`src/include/pll_cfg_regs.vh`:
```
// Register offsets, field positions and reset values of the loop configuration bank
`ifndef PLL_CFG_REGS_VH
`define PLL_CFG_REGS_VH

`define OFFS_FIXED_OFFSET_0        12'h50e
`define OFFS_FIXED_OFFSET_1        12'h50f
`define OFFS_FIXED_OFFSET_2        12'h510
`define OFFS_FIXED_OFFSET_3        12'h511
`define OFFS_PHASE_STEP_SIZE_LOW   12'h512
`define OFFS_PHASE_STEP_SIZE_HIGH  12'h513
`define OFFS_SLEW_RATE_LIMIT_LOW   12'h514
`define OFFS_SLEW_RATE_LIMIT_HIGH  12'h515
`define OFFS_PUMP_CURRENT          12'h520
`define OFFS_FEEDBACK_DIVIDER      12'h521
`define OFFS_FILTER_SELECT         12'h522
`define OFFS_ZERO_BYPASS           12'h523
`define OFFS_APPLY                 12'h530
`define OFFS_STATUS                12'h531

`define RST_FIXED_OFFSET           8'h00
`define RST_FIXED_OFFSET_WORD      30'h00000000
`define RST_PHASE_STEP_SIZE        8'h00
`define RST_SLEW_RATE_LIMIT        8'h00
`define RST_PUMP_CURRENT           8'h81
`define RST_FEEDBACK_DIVIDER       8'h14
`define RST_FILTER_SELECT          8'h07
`define RST_ZERO_BYPASS            8'h00

`define FIXED_OFFSET_TOP_MASK      8'h3f
`define ZERO_BYPASS_MASK           8'h01
`define FILTER_POLE2_MSB           7
`define FILTER_POLE2_LSB           6
`define FILTER_ZERO_MSB            5
`define FILTER_ZERO_LSB            3
`define FILTER_POLE1_MSB           2
`define FILTER_POLE1_LSB           0
`define ZERO_BYPASS_BIT            0

`define APPLY_PHASE_BIT            0
`define APPLY_LOOP_BIT             1
`define STATUS_SLEW_ENABLED_BIT    0
`define STATUS_PHASE_PENDING_BIT   1
`define STATUS_LOOP_PENDING_BIT    2

`define BANK_ENTRIES               12
`define BANK_INDEX_WIDTH           4

`endif

```
`src/hdl/pll_phase_step_and_output_pll_config.v`:
```
// APB register bank for loop one phase step, slew limit and output loop settings
//
// Design decision made here: the APB slave port.
`include "pll_cfg_regs.vh"
`timescale 1ns/1ns
module pll_phase_step_and_output_pll_config (
	// Clock and reset
	input  wire        i_core_clk,
	input  wire        i_rst,
	// APB slave
	input  wire        i_psel,
	input  wire        i_penable,
	input  wire        i_pwrite,
	input  wire [15:0] i_paddr,
	input  wire [31:0] i_pwdata,
	output reg  [31:0] o_prdata,
	output reg         o_pready,
	output reg         o_pslverr,
	// Digital loop one phase controls
	output reg  [29:0] o_fixed_phase_offset,
	output reg  [15:0] o_phase_step_size,
	output reg  [15:0] o_slew_rate_limit,
	output reg         o_slew_limit_enable,
	output reg         o_phase_adjust_strobe,
	// Output loop one settings
	output reg  [7:0]  o_pump_current,
	output reg  [7:0]  o_output_feedback_divider,
	output reg  [1:0]  o_second_pole_resistor,
	output reg  [2:0]  o_zero_resistor,
	output reg  [2:0]  o_first_pole_capacitor,
	output reg         o_zero_resistor_bypass,
	output reg         o_loop_update_strobe
);
	localparam ST_IDLE = 3'b001;
	localparam ST_READ = 3'b010;
	localparam ST_DONE = 3'b100;

	reg  [2:0]  state;
	reg  [2:0]  next_state;
	reg         phase_pending;
	reg         loop_pending;
	reg         status_read;
	reg         hit;
	reg  [3:0]  index;
	reg  [7:0]  wmask;
	wire [7:0]  bank_rd;
	wire [95:0] bank;
	wire [11:0] offs;
	wire        setup;
	wire        wr_go;
	wire        apply_wr;
	wire        phase_group;
	wire [7:0]  wbyte;

	assign offs  = i_paddr[13:2];
	assign setup = i_psel && !i_penable;
	assign wr_go = i_psel && i_penable && i_pwrite && state == ST_DONE;
	assign apply_wr = wr_go && offs == `OFFS_APPLY;
	assign wbyte = i_pwdata[7:0] & wmask;
	assign phase_group = (index < 4'd4) || (index >= 4'd7 && index <= 4'd10);

	// Byte address equals four times the printed offset
	always @* begin
		hit   = 1'b1;
		index = 4'd0;
		wmask = 8'hff;
		case (offs)
			`OFFS_FIXED_OFFSET_0:       index = 4'd0;
			`OFFS_FIXED_OFFSET_1:       index = 4'd1;
			`OFFS_FIXED_OFFSET_2:       index = 4'd2;
			`OFFS_FIXED_OFFSET_3: begin
				index = 4'd3;
				wmask = `FIXED_OFFSET_TOP_MASK;
			end
			`OFFS_PHASE_STEP_SIZE_LOW:  index = 4'd7;
			`OFFS_PHASE_STEP_SIZE_HIGH: index = 4'd8;
			`OFFS_SLEW_RATE_LIMIT_LOW:  index = 4'd9;
			`OFFS_SLEW_RATE_LIMIT_HIGH: index = 4'd10;
			`OFFS_PUMP_CURRENT:         index = 4'd4;
			`OFFS_FEEDBACK_DIVIDER:     index = 4'd5;
			`OFFS_FILTER_SELECT:        index = 4'd6;
			`OFFS_ZERO_BYPASS: begin
				index = 4'd11;
				wmask = `ZERO_BYPASS_MASK;
			end
			`OFFS_APPLY:                index = 4'd15;
			`OFFS_STATUS:               index = 4'd15;
			default:                    hit = 1'b0;
		endcase
	end

	// Reset values live in the bank by index: 4 pump, 5 divider, 6 filter
	// Index is the memory slot, so the reset table lines up
	wire [3:0] mem_index;
	assign mem_index = index;

	// Staged bytes; nothing reaches the loops until an apply
	shadow_bank u_bank (
		.i_core_clk (i_core_clk),
		.i_rst      (i_rst),
		.i_wr_en    (wr_go && hit && index != 4'd15),
		.i_wr_index (mem_index),
		.i_wr_data  (wbyte),
		.i_rd_index (mem_index),
		.o_rd_data  (bank_rd),
		.o_all      (bank)
	);

	// Setup, one wait cycle for the registered read, then ready
	always @* begin
		case (state)
			ST_IDLE: next_state = setup ? ST_READ : ST_IDLE;
			ST_READ: next_state = ST_DONE;
			ST_DONE: next_state = ST_IDLE;
			default: next_state = ST_IDLE;
		endcase
	end

	always @(posedge i_core_clk) begin
		if (i_rst) begin
			state       <= ST_IDLE;
			o_pready    <= 1'b0;
			o_pslverr   <= 1'b0;
			o_prdata    <= 32'h00000000;
			status_read <= 1'b0;
		end else begin
			state       <= next_state;
			o_pready    <= next_state == ST_DONE;
			o_pslverr   <= next_state == ST_DONE && !hit;
			status_read <= offs == `OFFS_STATUS;
			if (next_state == ST_DONE) begin
				if (!hit || i_pwrite)
					o_prdata <= 32'h00000000;
				else if (status_read)
					o_prdata <= {29'h0000000, loop_pending, phase_pending, o_slew_limit_enable};
				else if (index == 4'd15)
					o_prdata <= 32'h00000000;
				else
					o_prdata <= {24'h000000, bank_rd};
			end else begin
				o_prdata <= 32'h00000000;
			end
		end
	end

	// Pending flags: a new staged write wins over a simultaneous apply
	always @(posedge i_core_clk) begin
		if (i_rst) begin
			phase_pending <= 1'b0;
			loop_pending  <= 1'b0;
		end else begin
			if (wr_go && hit && index != 4'd15 && phase_group)
				phase_pending <= 1'b1;
			else if (apply_wr && i_pwdata[`APPLY_PHASE_BIT])
				phase_pending <= 1'b0;
			if (wr_go && hit && index != 4'd15 && !phase_group)
				loop_pending <= 1'b1;
			else if (apply_wr && i_pwdata[`APPLY_LOOP_BIT])
				loop_pending <= 1'b0;
		end
	end

	// Whole words move to the outputs at once on apply
	always @(posedge i_core_clk) begin
		if (i_rst) begin
			o_fixed_phase_offset      <= `RST_FIXED_OFFSET_WORD;
			o_phase_step_size         <= {`RST_PHASE_STEP_SIZE, `RST_PHASE_STEP_SIZE};
			o_slew_rate_limit         <= {`RST_SLEW_RATE_LIMIT, `RST_SLEW_RATE_LIMIT};
			o_slew_limit_enable       <= 1'b0;
			o_phase_adjust_strobe     <= 1'b0;
			o_pump_current            <= `RST_PUMP_CURRENT;
			o_output_feedback_divider <= `RST_FEEDBACK_DIVIDER;
			o_second_pole_resistor    <= 2'b00;
			o_zero_resistor           <= 3'b000;
			o_first_pole_capacitor    <= 3'b111;
			o_zero_resistor_bypass    <= 1'b0;
			o_loop_update_strobe      <= 1'b0;
		end else begin
			o_phase_adjust_strobe <= 1'b0;
			o_loop_update_strobe  <= 1'b0;
			if (apply_wr && i_pwdata[`APPLY_PHASE_BIT]) begin
				o_fixed_phase_offset  <= {bank[29:24], bank[23:16], bank[15:8], bank[7:0]};
				o_phase_step_size     <= {bank[71:64], bank[63:56]};
				o_slew_rate_limit     <= {bank[87:80], bank[79:72]};
				o_slew_limit_enable   <= {bank[87:80], bank[79:72]} != 16'h0000;
				// Every phase apply triggers an adjustment, whichever phase field was staged; it is slewed only when the staged slew limit is nonzero
				o_phase_adjust_strobe <= 1'b1;
			end
			if (apply_wr && i_pwdata[`APPLY_LOOP_BIT]) begin
				o_pump_current            <= bank[39:32];
				o_output_feedback_divider <= bank[47:40];
				o_second_pole_resistor    <= bank[55:54];
				o_zero_resistor           <= bank[53:51];
				o_first_pole_capacitor    <= bank[50:48];
				o_zero_resistor_bypass    <= bank[88 + `ZERO_BYPASS_BIT];
				o_loop_update_strobe      <= 1'b1;
			end
		end
	end
endmodule // pll_phase_step_and_output_pll_config

```
`src/hdl/shadow_bank.v`:
```
// Small register memory holding staged byte values, read data registered
`include "pll_cfg_regs.vh"
`timescale 1ns/1ns
module shadow_bank (
	// Clock and reset
	input  wire        i_core_clk,
	input  wire        i_rst,
	// Write port
	input  wire        i_wr_en,
	input  wire [3:0]  i_wr_index,
	input  wire [7:0]  i_wr_data,
	// Read port
	input  wire [3:0]  i_rd_index,
	output reg  [7:0]  o_rd_data,
	// Full contents, flattened
	output wire [95:0] o_all
);
	reg [7:0] entry [0:11];
	genvar g;

	generate
		for (g = 0; g < 12; g = g + 1) begin : gen_entry
			always @(posedge i_core_clk) begin
				if (i_rst) begin
					case (g)
						4:       entry[g] <= `RST_PUMP_CURRENT;
						5:       entry[g] <= `RST_FEEDBACK_DIVIDER;
						6:       entry[g] <= `RST_FILTER_SELECT;
						default: entry[g] <= 8'h00;
					endcase
				end else if (i_wr_en && i_wr_index == g) begin
					entry[g] <= i_wr_data;
				end
			end
			assign o_all[g*8 +: 8] = entry[g];
		end
	endgenerate

	always @(posedge i_core_clk) begin
		if (i_rst)
			o_rd_data <= 8'h00;
		else if (i_rd_index < 4'd12)
			o_rd_data <= entry[i_rd_index];
		else
			o_rd_data <= 8'h00;
	end
endmodule // shadow_bank

```
`config.mk`:
```
export PLATFORM = sky130hd
export DESIGN_NAME = pll_phase_step_and_output_pll_config
export DESIGN_NICKNAME = d
export VERILOG_FILES = /design/src/hdl/pll_phase_step_and_output_pll_config.v /design/src/hdl/shadow_bank.v
export VERILOG_INCLUDE_DIRS = /design/src /design/src/include
export SDC_FILE = /design/constraint.sdc
export NUM_CORES = 1
export LEC_CHECK = 0
export BUFFER_PORTS_ARGS = -buffer_cell sky130_fd_sc_hd__clkbuf_2
export CAP_MARGIN = 20
export CELL_PAD_IN_SITES_DETAIL_PLACEMENT = 0
export CELL_PAD_IN_SITES_GLOBAL_PLACEMENT = 1
export CORE_MARGIN = 4
export CORE_UTILIZATION = 42
export DETAILED_ROUTE_END_ITERATION = 8
export GPL_ROUTABILITY_DRIVEN = 0
export PLACE_DENSITY = 0.75
export SLEW_MARGIN = 20
export SYNTH_ARGS = -nofsm -noshare
export SYNTH_HDL_FRONTEND = slang
export SYNTH_SLANG_ARGS = --single-unit
export TNS_END_PERCENT = 5
```
`constraint.sdc`:
```
create_clock -name i_core_clk -period 4.3 [get_ports i_core_clk]
set_clock_uncertainty 0.2 [all_clocks]
set_input_delay 0.43 -clock i_core_clk [delete_from_list [all_inputs] [get_ports i_core_clk]]
set_output_delay 0.43 -clock i_core_clk [all_outputs]
set_load 0.01 [all_outputs]
```
* Word-level counts from Yosys, hierarchy flattened
Memories as Yosys holds them, arrays and structs flattened. A register that Yosys moved wholly into a read port is not among the register bits.
Cells that the tools add are included.
** Storage, ports and cells
- Input port bits :: 53
- Output and inout port bits :: 124
- Bits in writable memories :: 96
- Word-level logic and storage cells :: 167
- Bits in registers :: 59
- Memories kept :: 1
** Memories
- u_bank.entry :: depth 12, bits a word 8, rd ports 13, clocked after memory_dff 11, write ports 12, line shadow_bank.v:18 : reg [7:0] entry [0:11];
** Cells by class
- Mux-type cells :: 63
- Reductions and logical operators :: 40
- Equal/unequal tests :: 31
- $lt $le $gt $ge :: 4
- Bitwise logic cells :: 15
** Operators with widths (count)
- 12-bit by 11-bit == test with 1-bit output, second input constant :: 14
- 8-bit two-way mux :: 12
- 4-bit case mux with 12 select lines :: 1
- 1-bit two-way mux :: 45
- 1-bit logical AND :: 25
- 4-bit == test, second input constant :: 5
- 4-bit by 3-bit == test with 1-bit output, second input constant :: 4
- 8-bit case mux with 2 select lines :: 1
- 16-bit nonzero test :: 1
- 14-bit OR reduction :: 1
- 1-bit OR :: 12
- 8-bit bitwise AND :: 1
- 4-bit by 2-bit == test with 1-bit output, second input constant :: 2
- 3-bit == test, second input constant :: 2
- 3-bit two-way mux :: 2
- 3-bit case mux with 2 select lines :: 1
- 5-bit OR reduction :: 1
- 4-bit by 1-bit == test with 1-bit output, second input constant :: 1
- 4-bit by 3-bit greater-or-equal comparator with 1-bit output, second input constant :: 1
- 4-bit <= comparator, second input constant :: 1
- 4-bit zero test :: 1
- 4-bit by 3-bit < comparator with 1-bit output, second input constant :: 1
- 4-bit < comparator, second input constant :: 1
- 4-bit != test, second input constant :: 1
- 10 further kinds :: 16

* Longest topological paths before layout
Gate-level depths: netlist (run 1).
- Word-level depth :: 10
- Depth in mapped cells :: 12
- Mapped depth without buffers :: 7

* Modules after synthesis
A second synthesis (run 1) with hierarchy kept.
** Second synthesis, totals
- Cell total of the unflattened synthesis :: 903
- Area total of the unflattened synthesis :: 9590.4 sq um
** Modules (own cells, without submodules)
- shadow_bank :: seq. area each 3042.9 sq um, area an instance 5026.1 sq um, instances 1, cells each 349
- pll_phase_step_and_output_pll_config :: seq. area each 2122.0 sq um, area an instance 4564.4 sq um, instances 1, cells each 554

* Worst setup path after synthesis (run 1)
Ideal clock, no wire load.
- Kind :: in2reg
- Start :: input i_paddr[3]
- End :: memory u_bank.entry[4][0] (enable)
- Path slack :: 0.929 ns
- Arrival time :: 2.773 ns
- Required time :: 3.702 ns
- Buffers on the path :: 5
- Library setup time :: 0.398 ns
- Stages on the path :: 9
- Path through :: buf_2 -> buf_4 -> and3b_1 -> o211ai_1 -> nand3_2 -> buf_6 -> buf_4 -> buf_2 -> o41ai_1
** RTL lines
- start: declaration :: line pll_phase_step_and_output_pll_config.v:14 : input wire [15:0] i_paddr,
- end: declaration :: line shadow_bank.v:18

* Worst setup path after layout (run 1)
- Start :: input i_paddr[2]
- End :: register u_bank.o_rd_data[2] (read register of u_bank.entry)
** Between the ends
- Word-level cells in the longest chain between the ends :: 6
- Elaborated cells between the ends (all ways) :: 18
- Those cells by class :: 1 x order compare; 13 x eq/ne; 1 x mux; 1 x bitwise; 2 x reduce/logical
** RTL lines
- 12-bit by 11-bit == test with 1-bit output :: line pll_phase_step_and_output_pll_config.v:67 : case (offs)
- 2-bit OR reduction (no line)
- 4-bit case mux with 12 select lines * :: line pll_phase_step_and_output_pll_config.v:67
- 4-bit < comparator :: line shadow_bank.v:42 : else if (i_rd_index < 4'd12)
- 1-bit NOT (no line)
- 2-bit OR reduction (no line)
- end: declaration :: line shadow_bank.v:14 : output reg [7:0] o_rd_data,
Mark *: on every way between the ends. The rest lies on a longest branch, timed or not.
A chain may end at the register's enable or synchronous reset.

==> out/qor.csv, run 1 <==
metric;value;unit
clk_pin_slew;0.06;ns
cts_setup_buffers;0;
antenna_found_initial;0;
setup_tns;0;ns
critPathMaxStageDelay;0.61;ns
ys_ff_latch;210;
synth-simple-area-share;0.226;
relSlewSlack;0.428;
clockBufferDepth;3;
leakagePower;3.99;nW
hold_class;in -> reg;
fmax;329;MHz
synth_edf_count;96;
async_flop_share;0;
drive_above_1_share;0.213;
regArea;5160;um^2
multiInputGateArea;3610;um^2
worstPathCellList;clkbuf_2 > and4b_1 > o211ai_1 > nand3_2 > nor2_1 > mux2_2 > a211oi_1 > or4_1;
route.vias.total;7205;
slowest_stage;nand3_2;
nNetsFinal;1124;
ios;177;
yosysSeqAreaShare;0.562;
comb_power_share;0.038;
cts_resized;0;
place_inst;1321;
path_class;in -> reg;
vias_per_cell;5.29;
num_rows;53;
drt-pass1-iter-count;5;
grt_pass1_wl;39.9;mm
fill_cells;2050;
final_util;0.504;
synth_xor_area_frac;0;
postRouteAntennaNets;0;
area_delta_synth_final;16.7;%
cts-root-buf;clkbuf_16;
stdcell_area;10700;um^2
rsz0062_at_grt;false;
critPathLaunchType;primary input;
finalCritPeriodShare;0.707;
synth_compound_area_frac;0.102;
overflow;0;
yosysUniqueCellTypes;65;
dp_slack;0.781;ns
die_h;156;um
fin_crit;3.04;ns
pwr-share-seq;0.503;
dp_hpwl;18.3;mm
final_max_slew_viol_count;0;
final_cells;1362;
cp_data_arrival_time;3.21;ns
die_w;156;um
die_area;24300;um^2
worstRegToRegCells;6;
power_switching;0.932;mW
timing.hold.ws;0.0183;ns
ys.flop_type;dfxtp_1;
whs_path_depth;3;
cts_hold_buf;0;
n_antenna_cell;0;
place_area;9980;um^2
finalSetupViolations;0;
cts.sinks;210;
critPathRequiredTime;4.47;ns
intPower;3.33;mW
status;completed;
drt_iter0_drc;613;
avgSynthCellArea;9.62;um^2
totalPowerFinal;4.26;mW
initial_utilization;0.432;
avgRoutedWirePerCell;18.9;um
synthMuxAreaShare;0.0504;
hold_viol_final;0;
cts_tree;built;
grt_max_degree;52;
syn_inst;956;
swShare;0.219;
drv_cap;0;
synth_adder_area_share;0;
io_buffer_count;124;
worst_pin_slew;0.859;ns
ys_warn_count;0;
insertion_delay;0.50;ns
cp_max_fo;27;
route.detailed.drc;0;
cellPowerDensity;397;nW/um^2
grt_pass1_vias;6922;
clockPowerShare;0.459;
syn_area;9190;um^2
grt.total_usage;0.208;
fin_ws;1.26;ns
routed_wl;25.8;mm
htree_levels;1;
cts_buffers;23;
core;21300;um^2
vdd.ir_drop.worst;0.205;mV
endpoint_kind;flip-flop;
synth_top_family_by_area;simple AND/OR/NAND/NOR gates;
cell usage after synthesis (6+ instances only):
master / instances / area, um^2
a21oi_1: 86 / 430
mux2_2: 13 / 146
nand2_1: 213 / 800
o211ai_1: 8 / 60.1
a211oi_1: 16 / 120
nand3_1: 20 / 100
buf_4: 30 / 225
edfxtp_1: 96 / 2880
buf_2: 26 / 130
nor4_1: 8 / 50.1
nor3_1: 38 / 190
dfxtp_1: 114 / 2280
o21ai_0: 9 / 45.0
and2_1: 10 / 62.6
nor2_1: 87 / 327
nand2b_1: 11 / 68.8
clkbuf_1: 35 / 131
and3_1: 6 / 37.5
nor3_2: 6 / 60.1
nor2_2: 9 / 56.3
mux2i_1: 26 / 260
sequential cells by signal, indices dropped and copies added, names as in the netlist, 8 cells and up:
| signal | count |
|---|---|
| u_bank.entry | 96 |
| o_fixed_phase_offset | 30 |
| o_phase_step_size | 16 |
| o_slew_rate_limit | 16 |
| o_output_feedback_divider | 8 |
| o_prdata | 8 |
| o_pump_current | 8 |
| u_bank.o_rd_data | 8 |
final cells by class:
| cell class | count | share of cell area |
|---|---|---|
| Inverter | 6 | 0.00210 |
| Tap cell | 275 | 0.0321 |
| Clock buffer | 31 | 0.0594 |
| Clock inverter | 10 | 0.0100 |
| Multi-Input combinational cell | 678 | 0.336 |
| Timing Repair Buffer | 152 | 0.0786 |
| Sequential cell | 210 | 0.481 |
critical path, delay by kind of cell:
kind,cells,cell delay (ns)
compound gates,2,0.41
mux,1,0.23
buf+inv,1,0.23
simple gates,4,1.88
metal layers:
metal	track usage	routed length (um)
met1	0.309	11800
met2	0.321	11400
met3	0.0277	2060
met4	0.0571	556
met5	0	0
path summary, 6_finish.rpt:
check                                          from                  end  slack, ns
worst max register to register             state[0]   u_bank.entry[2][1]       1.69
worst min-delay path                      i_penable             state[1]       0.02
worst max-delay path                     i_paddr[2]  u_bank.o_rd_data[2]       1.26
worst min register to register  u_bank.o_rd_data[6]          o_prdata[6]       0.23
cells by family after synthesis:
logic type	Yosys count
simple gates	449
buf+inv	100
other cells	1
compound gates	152
mux	44
flops	210
layout by cell type (no fill, tap or decap), types with 5 or more instances in the layout:
cell,instances
conb_1,33
inv_1,5
buf_4,27
mux2i_1,26
nand2b_1,11
mux2_2,13
and3_1,6
nand2_2,5
nand2_1,212
o211ai_1,8
clkbuf_1,6
o21ai_0,8
nor3_1,38
nor2_2,9
nor4_1,8
a21oi_1,86
a211oi_1,16
clkbuf_2,123
and2_1,9
mux2_1,5
nand4_1,5
nor2_1,87
edfxtp_1,96
nand3_1,20
clkbuf_16,24
or3_1,5
dfxtp_1,114
nor3_2,6
power groups by stage:
stage	clock (mW)	sequential [mW]	combinational, mW
4_1_cts	1.97	2.14	0.159
5_1_grt	2.07	2.15	0.176
3_5_place_dp	0	2.19	0.159
3_3_place_gp	0	2.19	0.158
6_report	1.95	2.14	0.162
2_1_floorplan	0	2.17	0.116
(Power assumes the default switching activity.)
==> run 2: changes to the inputs <==
--- a/config.mk
+++ b/config.mk
@@ -6,15 +6,16 @@
 export SDC_FILE = /design/constraint.sdc
 export NUM_CORES = 1
 export LEC_CHECK = 0
+export ABC_AREA = 1
 export BUFFER_PORTS_ARGS = -buffer_cell sky130_fd_sc_hd__clkbuf_2
 export CAP_MARGIN = 20
 export CELL_PAD_IN_SITES_DETAIL_PLACEMENT = 0
 export CELL_PAD_IN_SITES_GLOBAL_PLACEMENT = 1
 export CORE_MARGIN = 4
-export CORE_UTILIZATION = 42
+export CORE_UTILIZATION = 41
 export DETAILED_ROUTE_END_ITERATION = 8
 export GPL_ROUTABILITY_DRIVEN = 0
-export PLACE_DENSITY = 0.75
+export PLACE_DENSITY = 0.76
 export SLEW_MARGIN = 20
 export SYNTH_ARGS = -nofsm -noshare
 export SYNTH_HDL_FRONTEND = slang
==> constraint.sdc (replaced) <==
create_clock -name i_core_clk -period 3.15 [get_ports i_core_clk]
set_clock_uncertainty 0.2 [all_clocks]
set_input_delay 0.315 -clock i_core_clk [delete_from_list [all_inputs] [get_ports i_core_clk]]
set_output_delay 0.315 -clock i_core_clk [all_outputs]
set_load 0.01 [all_outputs]
==> run 2 against run 1 <==
Sequential cell count unchanged. Critical endpoint is now o_slew_limit_enable. Non-clock buffer count down 4. Via count up 5.1%. Synthesized cell count up 16%. Count of clock-buffer cells in the layout unchanged. Largest power group unchanged. Hold slack better by 0.0047 ns. Combinational power up 26%.
==> out/qor.csv, run 2 <==
metric;value;unit;change
nNetsFinal;1283;;+14%
io_buffer_count;124;;unchanged
cp_max_fo;38;;+41%
grt_pass1_vias;7310;;+5.6%
fmax;420;MHz;
dp_slack;0.256;ns;-0.525 ns
die_h;157;um;+0.85%
route.vias.total;7573;;+5.1%
clk_pin_slew;0.06;ns;about the same
drt-pass1-iter-count;5;;unchanged
finalCritPeriodShare;0.756;;
largest_register_ffs;96;;unchanged
yosysUniqueCellTypes;31;;-52%
final_max_slew_viol_count;0;;unchanged
status;completed;;
mostFrequentLayoutCells;nand2_1 (312), nor2_1 (226), clkbuf_2 (124);;
synth.most_common_cell;nand2_1;;
yosysSeqAreaShare;0.565;;+0.00354
ys_warn_count;0;;unchanged
cts-root-buf;clkbuf_16;;
slowest_stage;dlygate4sd3_1;;
num_rows;54;;+1.9%
setup_tns;0;ns;unchanged
use_met3;0.0258;;-0.00189
drv_cap;0;;unchanged
finalSetupViolations;0;;unchanged
syn_inst;1110;;+16%
ys_ff_latch;210;;unchanged
critPathRequiredTime;3.38;ns;-1.09 ns
drt_iter0_drc;597;;-2.6%
grt.total_usage;0.201;;-0.00712
critPathLaunchType;primary input;;
antenna_found_initial;0;;unchanged
die_w;157;um;+0.85%
core;21900;um^2;+2.8%
final_util;0.489;;-0.0146
cp_common_cell;nand4_1;;
dp_hpwl;17.0;mm;-7.1%
cts_resized;0;;unchanged
avgRoutedWirePerCell;16.6;um;-13%
drive_above_1_share;0.176;;-0.0367
whs_path_depth;5;;+2
area_delta_synth_final;17.3;%;
ios;177;;unchanged
postRouteAntennaNets;0;;unchanged
relSlewSlack;0.480;;+0.0528
synthTopCellsByArea;edfxtp_1 (32%), dfxtp_1 (25%), nand2_1 (13%);;
cts.sinks;210;;unchanged
leakagePower;5.00;nW;+25%
synth_edf_count;96;;unchanged
routed_wl;25.3;mm;-2.0%
route.detailed.drc;0;;unchanged
totalPowerFinal;5.71;mW;+34%
hold_class;in -> reg;;
avgSynthCellArea;8.23;um^2;-14%
path_class;in -> reg;;
clockBufferDepth;3;;unchanged
grt.busiest_layer;met2;;
insertion_delay;0.52;ns;+0.02 ns
worst_pin_slew;0.778;ns;-0.0810 ns
regArea;5160;um^2;unchanged
initial_utilization;0.417;;-0.0146
cts_buffers;24;;+4.3%
yosysTopAreaCell;edfxtp_1;;
synth_top_area_share;0.316;;+0.00198
multiInputGateArea;3430;um^2;-5.0%
hold_viol_final;0;;unchanged
synth_common_cells;nand2_1 (312), nor2_1 (227), dfxtp_1 (114);;
async_flop_share;0;;unchanged
endpoint_kind;flip-flop;;
final_common_cell;nand2_1;;
worstRegToRegCells;7;;+1
use_met1;0.274;;-0.0354
cts_tree;built;;
rsz0062_at_grt;false;;
cellPowerDensity;533;nW/um^2;+34%
die_area;24700;um^2;+1.7%
fin_crit;2.38;ns;
n_antenna_cell;0;;unchanged
htree_levels;1;;unchanged
cp_data_arrival_time;2.61;ns;-0.60 ns
top_regs;u_bank.entry: 96 flops, o_fixed_phase_offset: 30 flops;;
vdd.ir_drop.worst;0.283;mV;+38%
worstPathCellList;dlygate4sd3_1 > clkbuf_2 > nand4_1 > nor3_2 > nand4_1 > nor2_4 > inv_2 > buf_4 > a211oi_1;;
grt_use_met2;0.347;;+0.0266
grt_pass1_wl;39.3;mm;-1.3%
overflow;0;;unchanged
ys.flop_type;dfxtp_1;;
fill_cells;2224;;+8.5%
regMostFlops;u_bank.entry;;
vias_per_cell;4.96;;-6.2%
critPathMaxStageDelay;0.52;ns;-0.09 ns
grt_max_degree;91;;+75%
syn_area;9140;um^2;-0.63%
fin_ws;0.770;ns;-0.489 ns
## run 2: cell count changes after synthesis, sizes merged, moves of 10 or more
cell | previous run | this run
a211oi | 16 | 2
a21oi | 87 | 22
and2 | 10 | 0
buf | 59 | 47
inv | 5 | 56
mux2 | 18 | 0
mux2i | 26 | 0
nand2 | 217 | 315
nand2b | 11 | 0
nand3 | 21 | 39
nand4 | 5 | 58
nor2 | 96 | 236
nor3 | 44 | 8
o21ai | 13 | 64
## run 2: path summary, 6_finish.rpt
path         slack [ns]                   to                 from
max                0.77  o_slew_limit_enable            i_penable
min                0.02          status_read           i_paddr[6]
max reg2reg        0.86  o_slew_limit_enable             state[2]
min reg2reg        0.21          o_prdata[5]  u_bank.o_rd_data[5]
## run 2: worst max-delay path: cells and delay by family
kind	cells	cell delay, ns
buffers and inverters	4	1.24
AND/OR/NAND/NOR	4	0.78
AO/OA/AOI/OAI	1	0.25
## run 2: layout make-up
cell class | instances | share of cell area
inverter | 58 | 0.0203
multi-input combinational | 788 | 0.320
timing repair buffer | 148 | 0.0766
clock inverter | 11 | 0.00888
clock buffer | 31 | 0.0594
tap | 280 | 0.0327
sequential | 210 | 0.482
## run 2: stage by stage
stage | cells | hold slack (ns) | instance area (um^2)
finish | 1526 | 0.0231 | 10700
detailed placement | 1481 | 0.206 | 9950
floorplan | 1142 | 0.194 | 9260
global route | 1526 | 0.0758 | 10700
global placement | 1481 | 0.204 | 9950
CTS | 1526 | 0.0127 | 10700
## run 2: report_power, final
group          switching (mW)  leakage (nW)  internal, mW  total, mW
registers              0.0296          1.89          2.89       2.92
clock network            1.07         0.364          1.51       2.58
logic                   0.151          2.74        0.0525      0.204
total                    1.25          5.00          4.46       5.71
## run 2: repair_timing
item	in CTS	in global routing
buffers inserted	0	0
endpoints found under the hold margin	4	0
hold buffers	3	0
## run 2: metal layers
layer / share of wire / vias to the layer above
li1: - / 3795
met1: 0.45 / 3520
met2: 0.49 / 224
met3: 0.049 / 34
met4: 0.014 / 0
met5: 0 / -
## run 2: logic make-up (layout without fill, tap and decap cells)
logic type	Yosys count	in the layout	share of synthesized area
flops	210	210	0.565
compound gates	91	91	0.0514
other cells	1	33	0.000411
buf+inv	144	248	0.0734
simple gates	664	664	0.309
